## config.mk

```make
export PLATFORM = sky130hd
export DESIGN_NAME = cpmix_component_mix
export DESIGN_NICKNAME = d
export VERILOG_FILES = /design/src/cpmix_pkg.sv /design/src/cpmix_component_mix.sv /design/src/cpmix_delay_line.sv
export SDC_FILE = /design/constraint.sdc
export NUM_CORES = 1
export LEC_CHECK = 0
export BUFFER_PORTS_ARGS = -buffer_cell sky130_fd_sc_hd__buf_2
export CORE_MARGIN = 2
export CORE_UTILIZATION = 50
export DETAILED_ROUTE_END_ITERATION = 6
export GPL_ROUTABILITY_DRIVEN = 0
export PLACE_DENSITY = 0.64
export SYNTH_ARGS = -nofsm -noshare
export SYNTH_HDL_FRONTEND = slang
export SYNTH_HIERARCHICAL = 1
export SYNTH_SLANG_ARGS = --single-unit
```

## constraint.sdc

```tcl
create_clock -name i_core_clk -period 19.51 [get_ports i_core_clk]
set_clock_uncertainty 0.05 [all_clocks]
set_input_delay 0.9755 -clock i_core_clk [delete_from_list [all_inputs] [get_ports i_core_clk]]
set_output_delay 0.9755 -clock i_core_clk [all_outputs]
set_load 0.02 [all_outputs]
```

## src/cpmix_pkg.sv

```systemverilog
package cpmix_pkg;

  // Register subaddresses
  localparam logic [7:0] ADDR_GAIN_SIGN  = 8'h23;
  localparam logic [7:0] ADDR_GAIN3_LOW  = 8'h24;
  localparam logic [7:0] ADDR_GAIN4_LOW  = 8'h25;
  localparam logic [7:0] ADDR_SWITCH_CTL = 8'h29;
  localparam logic [7:0] ADDR_BRIGHTNESS = 8'h2A;
  localparam logic [7:0] ADDR_CONTRAST   = 8'h2B;
  localparam logic [7:0] ADDR_SATURATION = 8'h2C;

  // Reset values
  localparam logic [1:0] RST_GAIN_SIGN   = 2'h0;
  localparam logic [7:0] RST_GAIN3_LOW   = 8'h00;
  localparam logic [7:0] RST_GAIN4_LOW   = 8'h00;
  localparam logic [7:0] RST_SWITCH_CTL  = 8'h00;
  localparam logic [7:0] RST_BRIGHTNESS  = 8'h80;
  localparam logic [7:0] RST_CONTRAST    = 8'h40;
  localparam logic [7:0] RST_SATURATION  = 8'h40;

  // Field positions
  localparam int SIGN3_BIT       = 0;
  localparam int SIGN4_BIT       = 1;
  localparam int SW_EN_BIT       = 7;
  localparam int SW_POL_BIT      = 6;
  localparam int SW_DLY_LSB      = 4;
  localparam int PEAK_BIT        = 3;
  localparam int PATH_DLY_LSB    = 0;

  // Arithmetic constants
  localparam logic [7:0] NEUTRAL_LEVEL = 8'h80;  // Brightness and chroma zero point
  localparam int GAIN_FRAC_BITS  = 6;            // 0x40 is unity gain
  localparam int PEAK_SHIFT      = 3;            // High-pass weight 1/8

  // Delay line taps, in pixels
  localparam int PROC_LATENCY    = 2;            // Peaking plus gain stages
  localparam int COMP_BASE_TAP   = 18;           // Covers the -16 pixel code
  localparam int CVBS_TAP        = COMP_BASE_TAP + PROC_LATENCY;
  localparam int LINE_DEPTH      = 34;

  typedef struct packed {
    logic [7:0] luma;
    logic [7:0] chroma;
  } cpmix_pixel_t;

endpackage : cpmix_pkg

```

## src/cpmix_component_mix.sv

```systemverilog
`timescale 1ns/1ps
// Functional notes
// - Channel 3 gain code is sign bit 23h[0] above the eight bits of 24h.
// - Channel 4 gain code is sign bit 23h[1] above the eight bits of 25h.
// - With switch enable set, each pixel comes from composite or component by pin.
// - Polarity bit 0: low pin composite, high pin component; bit 1 inverts.
// - Switch pin timing shifts 0, +1, -2, -1 pixels versus component input.
// - Peaking bit adds component luma peaking, about +1.5 dB at 5 MHz.
// - Component delay codes give 0,+4,+8,+12,-16,-12,-8,-4 pixels versus composite.
// - Brightness is an unsigned offset, 128 nominal, 0 darkest, 255 brightest.
// - Contrast is a signed gain, 0x40 unity, 0x80 minus two, zero blanks luma.
// - Saturation scales chroma with the contrast coding; zero removes colour.
module cpmix_component_mix
  import cpmix_pkg::*;
#(
  parameter int DEPTH = LINE_DEPTH
) (
  input  wire logic         i_core_clk,
  input  wire logic         i_rst,
  input  wire logic         i_reg_wr,
  input  wire logic         i_reg_rd,
  input  wire logic [7:0]   i_reg_addr,
  input  wire logic [7:0]   i_reg_wdata,
  output logic      [7:0]   o_reg_rdata,
  input  wire cpmix_pixel_t i_cvbs_pixel,
  input  wire cpmix_pixel_t i_comp_pixel,
  input  wire logic         i_pixel_select_pin,
  output cpmix_pixel_t      o_pixel,
  output logic              o_pixel_is_comp,
  output logic      [8:0]   o_gain3_code,
  output logic      [8:0]   o_gain4_code
);

  localparam int TW = $clog2(DEPTH);

  // Clip a signed intermediate to 0..255
  function automatic logic [7:0] clip8(input logic signed [17:0] v);
    if (v < 0) begin
      return 8'h00;
    end else if (v > 255) begin
      return 8'hFF;
    end else begin
      return v[7:0];
    end
  endfunction : clip8

  // Signed gain with six fraction bits applied to a signed sample
  function automatic logic signed [17:0] scale(input logic signed [9:0] s,
                                               input logic [7:0] g);
    logic signed [17:0] p;
    p = 18'(s * $signed(g));
    return p >>> GAIN_FRAC_BITS;
  endfunction : scale

  // Register file
  logic [1:0] gain_sign;
  logic [7:0] gain3_low_reg;
  logic [7:0] gain4_low_reg;
  logic [7:0] switch_ctl;
  logic [7:0] comp_brightness;
  logic [7:0] comp_contrast;
  logic [7:0] comp_saturation;

  wire wr_sign = i_reg_wr && i_reg_addr == ADDR_GAIN_SIGN;
  wire wr_g3   = i_reg_wr && i_reg_addr == ADDR_GAIN3_LOW;
  wire wr_g4   = i_reg_wr && i_reg_addr == ADDR_GAIN4_LOW;
  wire wr_sw   = i_reg_wr && i_reg_addr == ADDR_SWITCH_CTL;
  wire wr_bri  = i_reg_wr && i_reg_addr == ADDR_BRIGHTNESS;
  wire wr_con  = i_reg_wr && i_reg_addr == ADDR_CONTRAST;
  wire wr_sat  = i_reg_wr && i_reg_addr == ADDR_SATURATION;

  // Writes land on the edge after the strobe
  always_ff @(posedge i_core_clk or posedge i_rst) begin
    if (i_rst) begin
      gain_sign       <= RST_GAIN_SIGN;
      gain3_low_reg   <= RST_GAIN3_LOW;
      gain4_low_reg   <= RST_GAIN4_LOW;
      switch_ctl      <= RST_SWITCH_CTL;
      comp_brightness <= RST_BRIGHTNESS;
      comp_contrast   <= RST_CONTRAST;
      comp_saturation <= RST_SATURATION;
    end else begin
      if (wr_sign) gain_sign       <= i_reg_wdata[1:0];
      if (wr_g3)   gain3_low_reg   <= i_reg_wdata;
      if (wr_g4)   gain4_low_reg   <= i_reg_wdata;
      if (wr_sw)   switch_ctl      <= i_reg_wdata;
      if (wr_bri)  comp_brightness <= i_reg_wdata;
      if (wr_con)  comp_contrast   <= i_reg_wdata;
      if (wr_sat)  comp_saturation <= i_reg_wdata;
    end
  end

  // Read mux; only the two sign bits of 23h live here, the rest read zero
  logic [7:0] rd_mux;
  always_comb begin
    case (i_reg_addr)
      ADDR_GAIN_SIGN:  rd_mux = {6'h00, gain_sign};
      ADDR_GAIN3_LOW:  rd_mux = gain3_low_reg;
      ADDR_GAIN4_LOW:  rd_mux = gain4_low_reg;
      ADDR_SWITCH_CTL: rd_mux = switch_ctl;
      ADDR_BRIGHTNESS: rd_mux = comp_brightness;
      ADDR_CONTRAST:   rd_mux = comp_contrast;
      ADDR_SATURATION: rd_mux = comp_saturation;
      default:         rd_mux = 8'h00;
    endcase
  end

  // Read data and gain codes are registered so outputs come from flops
  always_ff @(posedge i_core_clk or posedge i_rst) begin
    if (i_rst) begin
      o_reg_rdata  <= 8'h00;
      o_gain3_code <= 9'h000;
      o_gain4_code <= 9'h000;
    end else begin
      if (i_reg_rd) o_reg_rdata <= rd_mux;
      o_gain3_code <= {gain_sign[SIGN3_BIT], gain3_low_reg};
      o_gain4_code <= {gain_sign[SIGN4_BIT], gain4_low_reg};
    end
  end

  // Control fields
  wire       sw_en    = switch_ctl[SW_EN_BIT];
  wire       sw_pol   = switch_ctl[SW_POL_BIT];
  wire [1:0] sw_dly   = switch_ctl[SW_DLY_LSB +: 2];
  wire       peak_en  = switch_ctl[PEAK_BIT];
  wire [2:0] path_dly = switch_ctl[PATH_DLY_LSB +: 3];

  // Stage 1: three-tap luma window for peaking, chroma kept aligned with centre
  logic [7:0] luma_d1;
  logic [7:0] luma_d2;
  logic [7:0] chroma_d1;
  always_ff @(posedge i_core_clk or posedge i_rst) begin
    if (i_rst) begin
      luma_d1   <= 8'h00;
      luma_d2   <= 8'h00;
      chroma_d1 <= 8'h00;
    end else begin
      luma_d1   <= i_comp_pixel.luma;
      luma_d2   <= luma_d1;
      chroma_d1 <= i_comp_pixel.chroma;
    end
  end

  // High-pass boost of 1/8 gives roughly +1.5 dB near the 5 MHz band
  wire signed [10:0] high_pass = 11'(2 * $signed({3'b000, luma_d1}))
                               - $signed({3'b000, luma_d2})
                               - $signed({3'b000, i_comp_pixel.luma});
  wire signed [17:0] peaked    = 18'($signed({1'b0, luma_d1})) + 18'(high_pass >>> PEAK_SHIFT);
  wire [7:0]  luma_pk = peak_en ? clip8(peaked) : luma_d1;

  // Contrast about black, then brightness offset from the neutral level
  wire signed [17:0] luma_scaled = scale($signed({2'b00, luma_pk}), comp_contrast);
  wire signed [17:0] luma_sum    = luma_scaled + 18'(comp_brightness)
                                 - 18'(NEUTRAL_LEVEL);
  // Chroma is offset binary, so gain applies around the neutral level
  wire signed [9:0]  chroma_s    = $signed({2'b00, chroma_d1}) - $signed({2'b00, NEUTRAL_LEVEL});
  wire signed [17:0] chroma_sum  = scale(chroma_s, comp_saturation)
                                 + 18'(NEUTRAL_LEVEL);

  // Stage 2: clipped component pixel
  cpmix_pixel_t comp_proc;
  always_ff @(posedge i_core_clk or posedge i_rst) begin
    if (i_rst) begin
      comp_proc <= '0;
    end else begin
      comp_proc.luma   <= clip8(luma_sum);
      comp_proc.chroma <= clip8(chroma_sum);
    end
  end

  // Signed pixel offsets decoded from the two delay fields
  logic signed [5:0] path_off;
  logic signed [5:0] pin_off;
  always_comb begin
    case (path_dly)
      3'h0:    path_off = 6'sd0;
      3'h1:    path_off = 6'sd4;
      3'h2:    path_off = 6'sd8;
      3'h3:    path_off = 6'sd12;
      3'h4:    path_off = -6'sd16;
      3'h5:    path_off = -6'sd12;
      3'h6:    path_off = -6'sd8;
      default: path_off = -6'sd4;
    endcase
    case (sw_dly)
      2'h0:    pin_off = 6'sd0;
      2'h1:    pin_off = 6'sd1;
      2'h2:    pin_off = -6'sd2;
      default: pin_off = -6'sd1;
    endcase
  end

  // Composite waits a fixed time so negative component delays stay causal
  wire [TW-1:0] cvbs_tap = TW'(CVBS_TAP);
  wire [TW-1:0] comp_tap = TW'(COMP_BASE_TAP + 32'(path_off));
  // The pin follows the raw component timing, shifted by its own field
  wire [TW-1:0] pin_tap  = TW'(CVBS_TAP + 32'(path_off) + 32'(pin_off));

  cpmix_pixel_t cvbs_aligned;
  cpmix_pixel_t comp_aligned;
  logic         pin_aligned;

  cpmix_delay_line #(.WIDTH(16), .DEPTH(DEPTH)) u_cvbs_dly (
    .i_core_clk (i_core_clk),
    .i_rst      (i_rst),
    .i_data     (i_cvbs_pixel),
    .i_tap      (cvbs_tap),
    .o_data     (cvbs_aligned)
  );

  cpmix_delay_line #(.WIDTH(16), .DEPTH(DEPTH)) u_comp_dly (
    .i_core_clk (i_core_clk),
    .i_rst      (i_rst),
    .i_data     (comp_proc),
    .i_tap      (comp_tap),
    .o_data     (comp_aligned)
  );

  cpmix_delay_line #(.WIDTH(1), .DEPTH(DEPTH)) u_pin_dly (
    .i_core_clk (i_core_clk),
    .i_rst      (i_rst),
    .i_data     (i_pixel_select_pin),
    .i_tap      (pin_tap),
    .o_data     (pin_aligned)
  );

  // Per-pixel choice when enabled, else the polarity bit selects statically.
  // Mixing is only meaningful for sources locked to the composite input.
  wire pick_comp = sw_en ? (pin_aligned ^ sw_pol) : sw_pol;

  // Output pixel register
  always_ff @(posedge i_core_clk or posedge i_rst) begin
    if (i_rst) begin
      o_pixel         <= '0;
      o_pixel_is_comp <= 1'b0;
    end else begin
      o_pixel         <= pick_comp ? comp_aligned : cvbs_aligned;
      o_pixel_is_comp <= pick_comp;
    end
  end

endmodule : cpmix_component_mix

```

## src/cpmix_delay_line.sv

```systemverilog
`timescale 1ns/1ps
// Shift register with a run-time selectable tap; tap 0 is the input itself
module cpmix_delay_line #(
  parameter int WIDTH = 16,
  parameter int DEPTH = 34
) (
  input  wire logic                     i_core_clk,
  input  wire logic                     i_rst,
  input  wire logic [WIDTH-1:0]         i_data,
  input  wire logic [$clog2(DEPTH)-1:0] i_tap,
  output wire logic [WIDTH-1:0]         o_data
);

  logic [WIDTH-1:0] stage [1:DEPTH-1];

  // Stage k holds the input of k cycles ago
  always_ff @(posedge i_core_clk or posedge i_rst) begin
    if (i_rst) begin
      for (int k = 1; k < DEPTH; k++) begin
        stage[k] <= '0;
      end
    end else begin
      stage[1] <= i_data;
      for (int k = 2; k < DEPTH; k++) begin
        stage[k] <= stage[k-1];
      end
    end
  end

  // Out of range taps fall back to the undelayed input
  assign o_data = (i_tap == '0 || 32'(i_tap) >= DEPTH) ? i_data : stage[i_tap];

endmodule : cpmix_delay_line

```

; Word level (Yosys, flattened, before mapping)
; Cells that the tools add are included.
[totals]
reg_bits = 1014
output_inout_bits = 43
wordCells = 177
input_bits = 53
[op_classes]
n_eq_ne = 15
n_mul = 2
n_bitwise = 3
n_mux = 20
reduce_logical = 13
n_addsub = 10
n_lt_le_gt_ge = 10
[op_table]
columns = operator, count
row1 = binary-select mux 16 bit (select 6 bit), 1
row2 = two-way mux 16 bit, 4
row3 = equality test 8 x 6 -> 1 bit (second input constant), 7
row4 = two-way mux 8 bit, 7
row5 = case mux 8 bit (7 select lines), 1
row6 = case mux 6 bit (7 select lines), 1
row7 = multiplier 9 x 8 -> 17 bit, 2
row8 = case mux 6 bit (3 select lines), 1
row9 = >= comparator 7 bit (second input constant), 2
row10 = NOT 6 -> 7 bit, 2
row11 = greater-than comparator 13 x 9 -> 1 bit (second input constant), 1
row12 = < comparator 13 x 1 -> 1 bit (second input constant), 1
row13 = subtractor 12 x 9 -> 13 bit (second input constant), 1
row14 = adder 11 x 9 -> 12 bit, 1
row15 = adder 11 x 9 -> 12 bit (second input constant), 1
row16 = adder 6 bit (first input constant), 2
row17 = >= comparator 6 bit (second input constant), 2
row18 = greater-than comparator 12 x 9 -> 1 bit (second input constant), 1
row19 = logical NOT 6 bit, 2
row20 = < comparator 12 x 1 -> 1 bit (second input constant), 1
row21 = subtractor 10 x 9 -> 11 bit, 1
row22 = adder 9 x 8 -> 10 bit, 1
row23 = greater-than comparator 10 x 9 -> 1 bit (second input constant), 1
row24 = < comparator 10 x 1 -> 1 bit (second input constant), 1
row25 = other kinds (15), 28

; Logic depth before layout (Yosys ltp)
[logic_depth]
ltp_word = 13
mapped_depth = 47
ltp_nobuf = 47

; By module
; The synthesis kept the hierarchy.
[by_module_without_submodules]
columns = mod, area_each_um2, n_inst, cells_per_inst, seq_area_each_um2
row1 = cpmix_delay_line at u_comp_dly ..., 17924.7, 2, 946, 13212.7
row2 = cpmix_component_mix, 11409.7, 1, 1123, 3331.9
row3 = cpmix_delay_line at u_pin_dly, 1203.7, 1, 76, 825.8

; Worst setup path before layout
; Ideal clock, no wire load.
[synth_timing]
kind = flip-flop to flip-flop
startpoint = register luma_d1[0]
endpoint = register comp_proc[11] (netlist bit)
slack_ps = 9198
required_ps = 19341
t_arrival_ps = 10144
path_stages_with_launch = 41
synth_period_minus_slack_ps = 10312
setup_time_ps = 119
path_buffers = 0
path_cell_list = dfrtp_1 -> fa_1 -> a21o_1 -> a21boi_1 -> nor2_1 -> nor2_1 -> xnor2_1 -> ha_1 -> nor3_1 -> nor2_1 -> a211oi_1 -> xor2_1 -> ha_1 -> a21oi_1 -> nand2_1 -> a21oi_1 -> a311o_1 -> a2111oi_4 -> [5 not listed] -> inv_1 -> fa_1 -> fa_1 -> ha_1 -> o21a_1 -> a2111oi_0 -> nor2_1 -> and2_1 -> nor2_1 -> xnor2_1 -> ha_1 -> ha_1 -> or2_2 -> o311a_1 -> o21ai_1 -> a21oi_1 -> a221o_1 -> o21a_1
[synth_via]
elab_chain_cells = 13
elab_cells_between_ends = 15
classes_between = add/sub (5) / mul (1) / order compare (4) / mux (5)
[synth_lines]
columns = element, line_no
row1 = start: declaration, cpmix_component_mix.sv:129  ; logic [7:0] luma_d1;
row2 = start signal: assignment, cpmix_component_mix.sv:138  ; luma_d1 <= i_comp_pixel.luma;
row3 = subtractor 9 x 8 -> 10 bit, cpmix_component_mix.sv:146  ; - $signed({3'b000, luma_d2})
row4 = subtractor 10 x 9 -> 11 bit, cpmix_component_mix.sv:147  ; - $signed({3'b000, i_comp_pixel.luma});
row5 = adder 9 x 8 -> 10 bit, cpmix_component_mix.sv:148  ; wire signed [17:0] peaked = 18'($signed({1'b0, luma_d1})) + 18'(high_pass >>> PEAK_SHIFT);
row6 = greater-than comparator 10 x 9 -> 1 bit, cpmix_component_mix.sv:40  ; end else if (v > 255) begin
row7 = two-way mux 8 bit, cpmix_component_mix.sv:40
row8 = two-way mux 8 bit, cpmix_component_mix.sv:38  ; if (v < 0) begin
row9 = two-way mux 8 bit *, cpmix_component_mix.sv:149  ; wire [7:0] luma_pk = peak_en ? clip8(peaked) : luma_d1;
row10 = multiplier 9 x 8 -> 17 bit *, cpmix_component_mix.sv:51  ; p = 18'(s * $signed(g));
row11 = adder 11 x 9 -> 12 bit *, cpmix_component_mix.sv:153  ; wire signed [17:0] luma_sum = luma_scaled + 18'(comp_brightness)
row12 = subtractor 12 x 9 -> 13 bit *, cpmix_component_mix.sv:154  ; - 18'(NEUTRAL_LEVEL);
row13 = greater-than comparator 13 x 9 -> 1 bit, cpmix_component_mix.sv:40
row14 = two-way mux 8 bit, cpmix_component_mix.sv:40
row15 = two-way mux 8 bit *, cpmix_component_mix.sv:38
row16 = end: declaration, cpmix_component_mix.sv:161  ; cpmix_pixel_t comp_proc;
; Mark *: on every way between the ends. The rest lies on a longest branch, timed or not.
; A chain may end at the register's enable or synchronous reset.

; Final worst setup path
[layout_timing]
startpoint = register luma_d1[0]
endpoint = register comp_proc[12] (netlist bit)
; Same word-level chain as after synthesis.

==> impl_metrics.yaml <==
run_status:
  status: "completed"
logic_synthesis:
  mappedNetlistArea_mm2: 0.0485
  synth-seq-area-share_pct: 63.1
  synth-edff-count: 0
  ys_async_sr_fraction_pct: 100
  avgSynthCellArea_um2: 15.7
  ys_warn_count: 6
  ys_seq_elements: 1222
  synthCells: 3091
  ys_types: 89
  ys.flop_type: "dfrtp_1"
clock_tree:
  cts.sinks: 1222
  cts_made_buffers: 116
  cts_tree: "done"
  root_buffer: "clkbuf_16"
  clk_pin_slew_ps: 60
  clk_latency_ps: 700
  cts_resized: 0
  hold_buffers: 0
  post-cts-setup-buffer-count: 0
  h-tree-depth: 3
  clock_path_buffers: 3
power:
  leakagePower_nw: 24.8
  pwr-share-comb_pct: 13.1
  clockPowerShare_pct: 36.4
  internal_power_mw: 4.67
  p_per_area_mw_per_mm2: 117
  switching_share_pct: 26.1
  finalPower_mw: 6.32
  switchingPower_mw: 1.65
  seq_power_share_pct: 50.5
  vdd_ir_drop_max_mv: 0.0967
timing:
  setup_viol: 0
  fin_crit_ps: 11570
  slew_headroom_pct: 20.5
  slew_viol_final: 0
  rsz0062_at_grt: "no"
  worstMarginPinSlew_ps: 1190
  tns_ps: 0
  timing.final.hold_violations: 0
  max_freq_mhz: 86.5
  period_share_pct: 59.3
flow_run:
  maxCapViolCount: 0
routing:
  drtIter0Drc: 1826
  dr_total_vias: 25500
  vias_per_cell: 5.58
  drt_first_pass_iters: 6
  drt_wl_total_um: 99000
  wire_per_inst_um: 21.6
  route.detailed.drc: 0
  ant_nets: 0
critical_path:
  setup.worst_path.start: "luma_d1[0]$_DFF_PP0_"
  end_kind: "flop"
  crit_slowest_cell: "a2111oi_4"
  path_max_fanout: 8
  start_kind: "flop"
  worstPathRequired_ps: 20050
  worstPathArrival_ps: 12110
  critPathMaxStageDelay_ps: 930
  r2r-start: "luma_d1[0]$_DFF_PP0_"
  crit_type: "flop to flop"
die:
  rows: 114
  die_w_um: 315
  dieArea_mm2: 0.0994
  initial_core_util_pct: 50.3
  core_area_mm2: 0.0964
  io_pins: 96
  die_h_um: 315
placed_design:
  io_buffers: 95
  dp_hpwl_um: 62800
grt:
  antenna_found_initial: 3
  grt_pass1_wl_um: 163000
  grt_max_degree: 153
  overflow: 0
  grt_util_all_layers_pct: 20.9
  grt_pass1_vias: 28500
final_layout:
  num-nets-final: 3464
  final_common_cell: "dfrtp_1"
  mostFrequentLayoutCells: "1218 x dfrtp_1, 188 x mux4_2, 146 x inv_1"
  areaGrowthSynthToFinish_pct: 11.3
  drive_gt1_share_pct: 19.8
  largest_registers: "u_comp_dly/stage x528, u_cvbs_dly/stage x528, u_pin_dly/stage x33"
hold_path:
  worstHoldStart: "u_comp_dly/stage[202]$_DFF_PP0_"
  holdCritPathClass: "flop to flop"
[path summary, 6_finish.rpt]
kind | to | slack [ps] | depth (start not counted)
hold reg to reg | u_comp_dly/stage[186]$_DFF_PP0_ | 280 | 0
min in group asynchronous | comp_proc[10]$_DFF_PP0_ | 480 | 2
max in group asynchronous | u_cvbs_dly/stage[329]$_DFF_PP0_ | 16320 | 4
setup reg to reg | comp_proc[12]$_DFF_PP0_ | 7940 | 38
setup / recovery | comp_proc[12]$_DFF_PP0_ | 7940 | 38
hold / removal | u_comp_dly/stage[186]$_DFF_PP0_ | 280 | 0
[worst max-delay path: cells and delay by family, from the launching register on]
| family | cells | cell delay (ps) |
|---|---|---|
| AOI/OAI and AO/OA | 16 | 4920 |
| DFF | 1 | 450 |
| xor gates and xnor gates | 3 | 550 |
| and+or+nand+nor | 7 | 1340 |
| buffers and inverters | 2 | 110 |
| adders and majority gates | 10 | 4100 |
[cells in the mapped netlist, drive strengths merged, types with 50 or more instances]
library cell / n / share of area, %
nand2: 92 / 0.71
a21oi: 74 / 0.76
dfrtp: 1219 / 63
buf: 89 / 1.3
mux4: 217 / 10
nor2: 125 / 0.97
fa: 95 / 3.9
o21ai: 86 / 0.90
mux2: 127 / 3.0
and2: 72 / 0.93
inv: 150 / 1.2
ha: 116 / 3.0
mux2i: 96 / 2.0
clkbuf: 50 / 0.39
[area by class of cell]
class                           instances  area [um^2]
Inverter                              151          587
Fill cell                            7598        42500
Antenna cell                            1         2.50
Tap cell                             1276         1600
Multi-Input combinational cell       1598        16600
Clock buffer                          173         3430
Sequential cell                      1222        30600
Clock inverter                         41          578
Timing Repair Buffer                  111          596
[power by group through the flow]
stage | Combinational [mW] | Clock [mW] | Sequential, mW
after floorplan | 0.652 | 0 | 3.13
after global placement | 0.792 | 0 | 3.20
after detailed placement | 0.813 | 0 | 3.22
after CTS | 0.818 | 2.36 | 3.19
after global routing | 0.919 | 2.47 | 3.24
final | 0.829 | 2.30 | 3.19
[through the flow]
| stage | instances | util [%] | hold WS [ps] | area (um^2) | setup WS (ps) |
|---|---|---|---|---|---|
| after floorplan | 3110 | - | 296 | 48500 | 3730 |
| after global placement | 4358 | 51.8 | 300 | 49900 | 8450 |
| after global routing | 4572 | 55.9 | 283 | 53900 | 7100 |
| final | 4573 | 55.9 | 277 | 53900 | 7940 |
| after detailed placement | 4358 | 51.8 | 303 | 49900 | 7980 |
| after CTS | 4572 | 55.9 | 272 | 53900 | 8020 |
[routing by layer]
layer | up-vias | global-route usage [%] | wire length [um]
met2 | 552 | 33.1 | 47400
li1 | 11200 | - | -
met1 | 13600 | 30.2 | 44700
met5 | - | 0 | 23
met3 | 166 | 3.69 | 4240
met4 | 4 | 5.78 | 2630
[cells by family after synthesis]
logic type / synth area share, %
AO/OA/AOI/OAI: 5.58
XOR/XNOR: 0.759
adder cells (fa/ha/maj): 6.92
buffers and inverters: 2.90
flip-flops: 63.1
multiplexers: 15.3
other: 0.0155
AND/OR/NAND/NOR: 5.47
No activity file was read; power rests on OpenSTA's default activity.
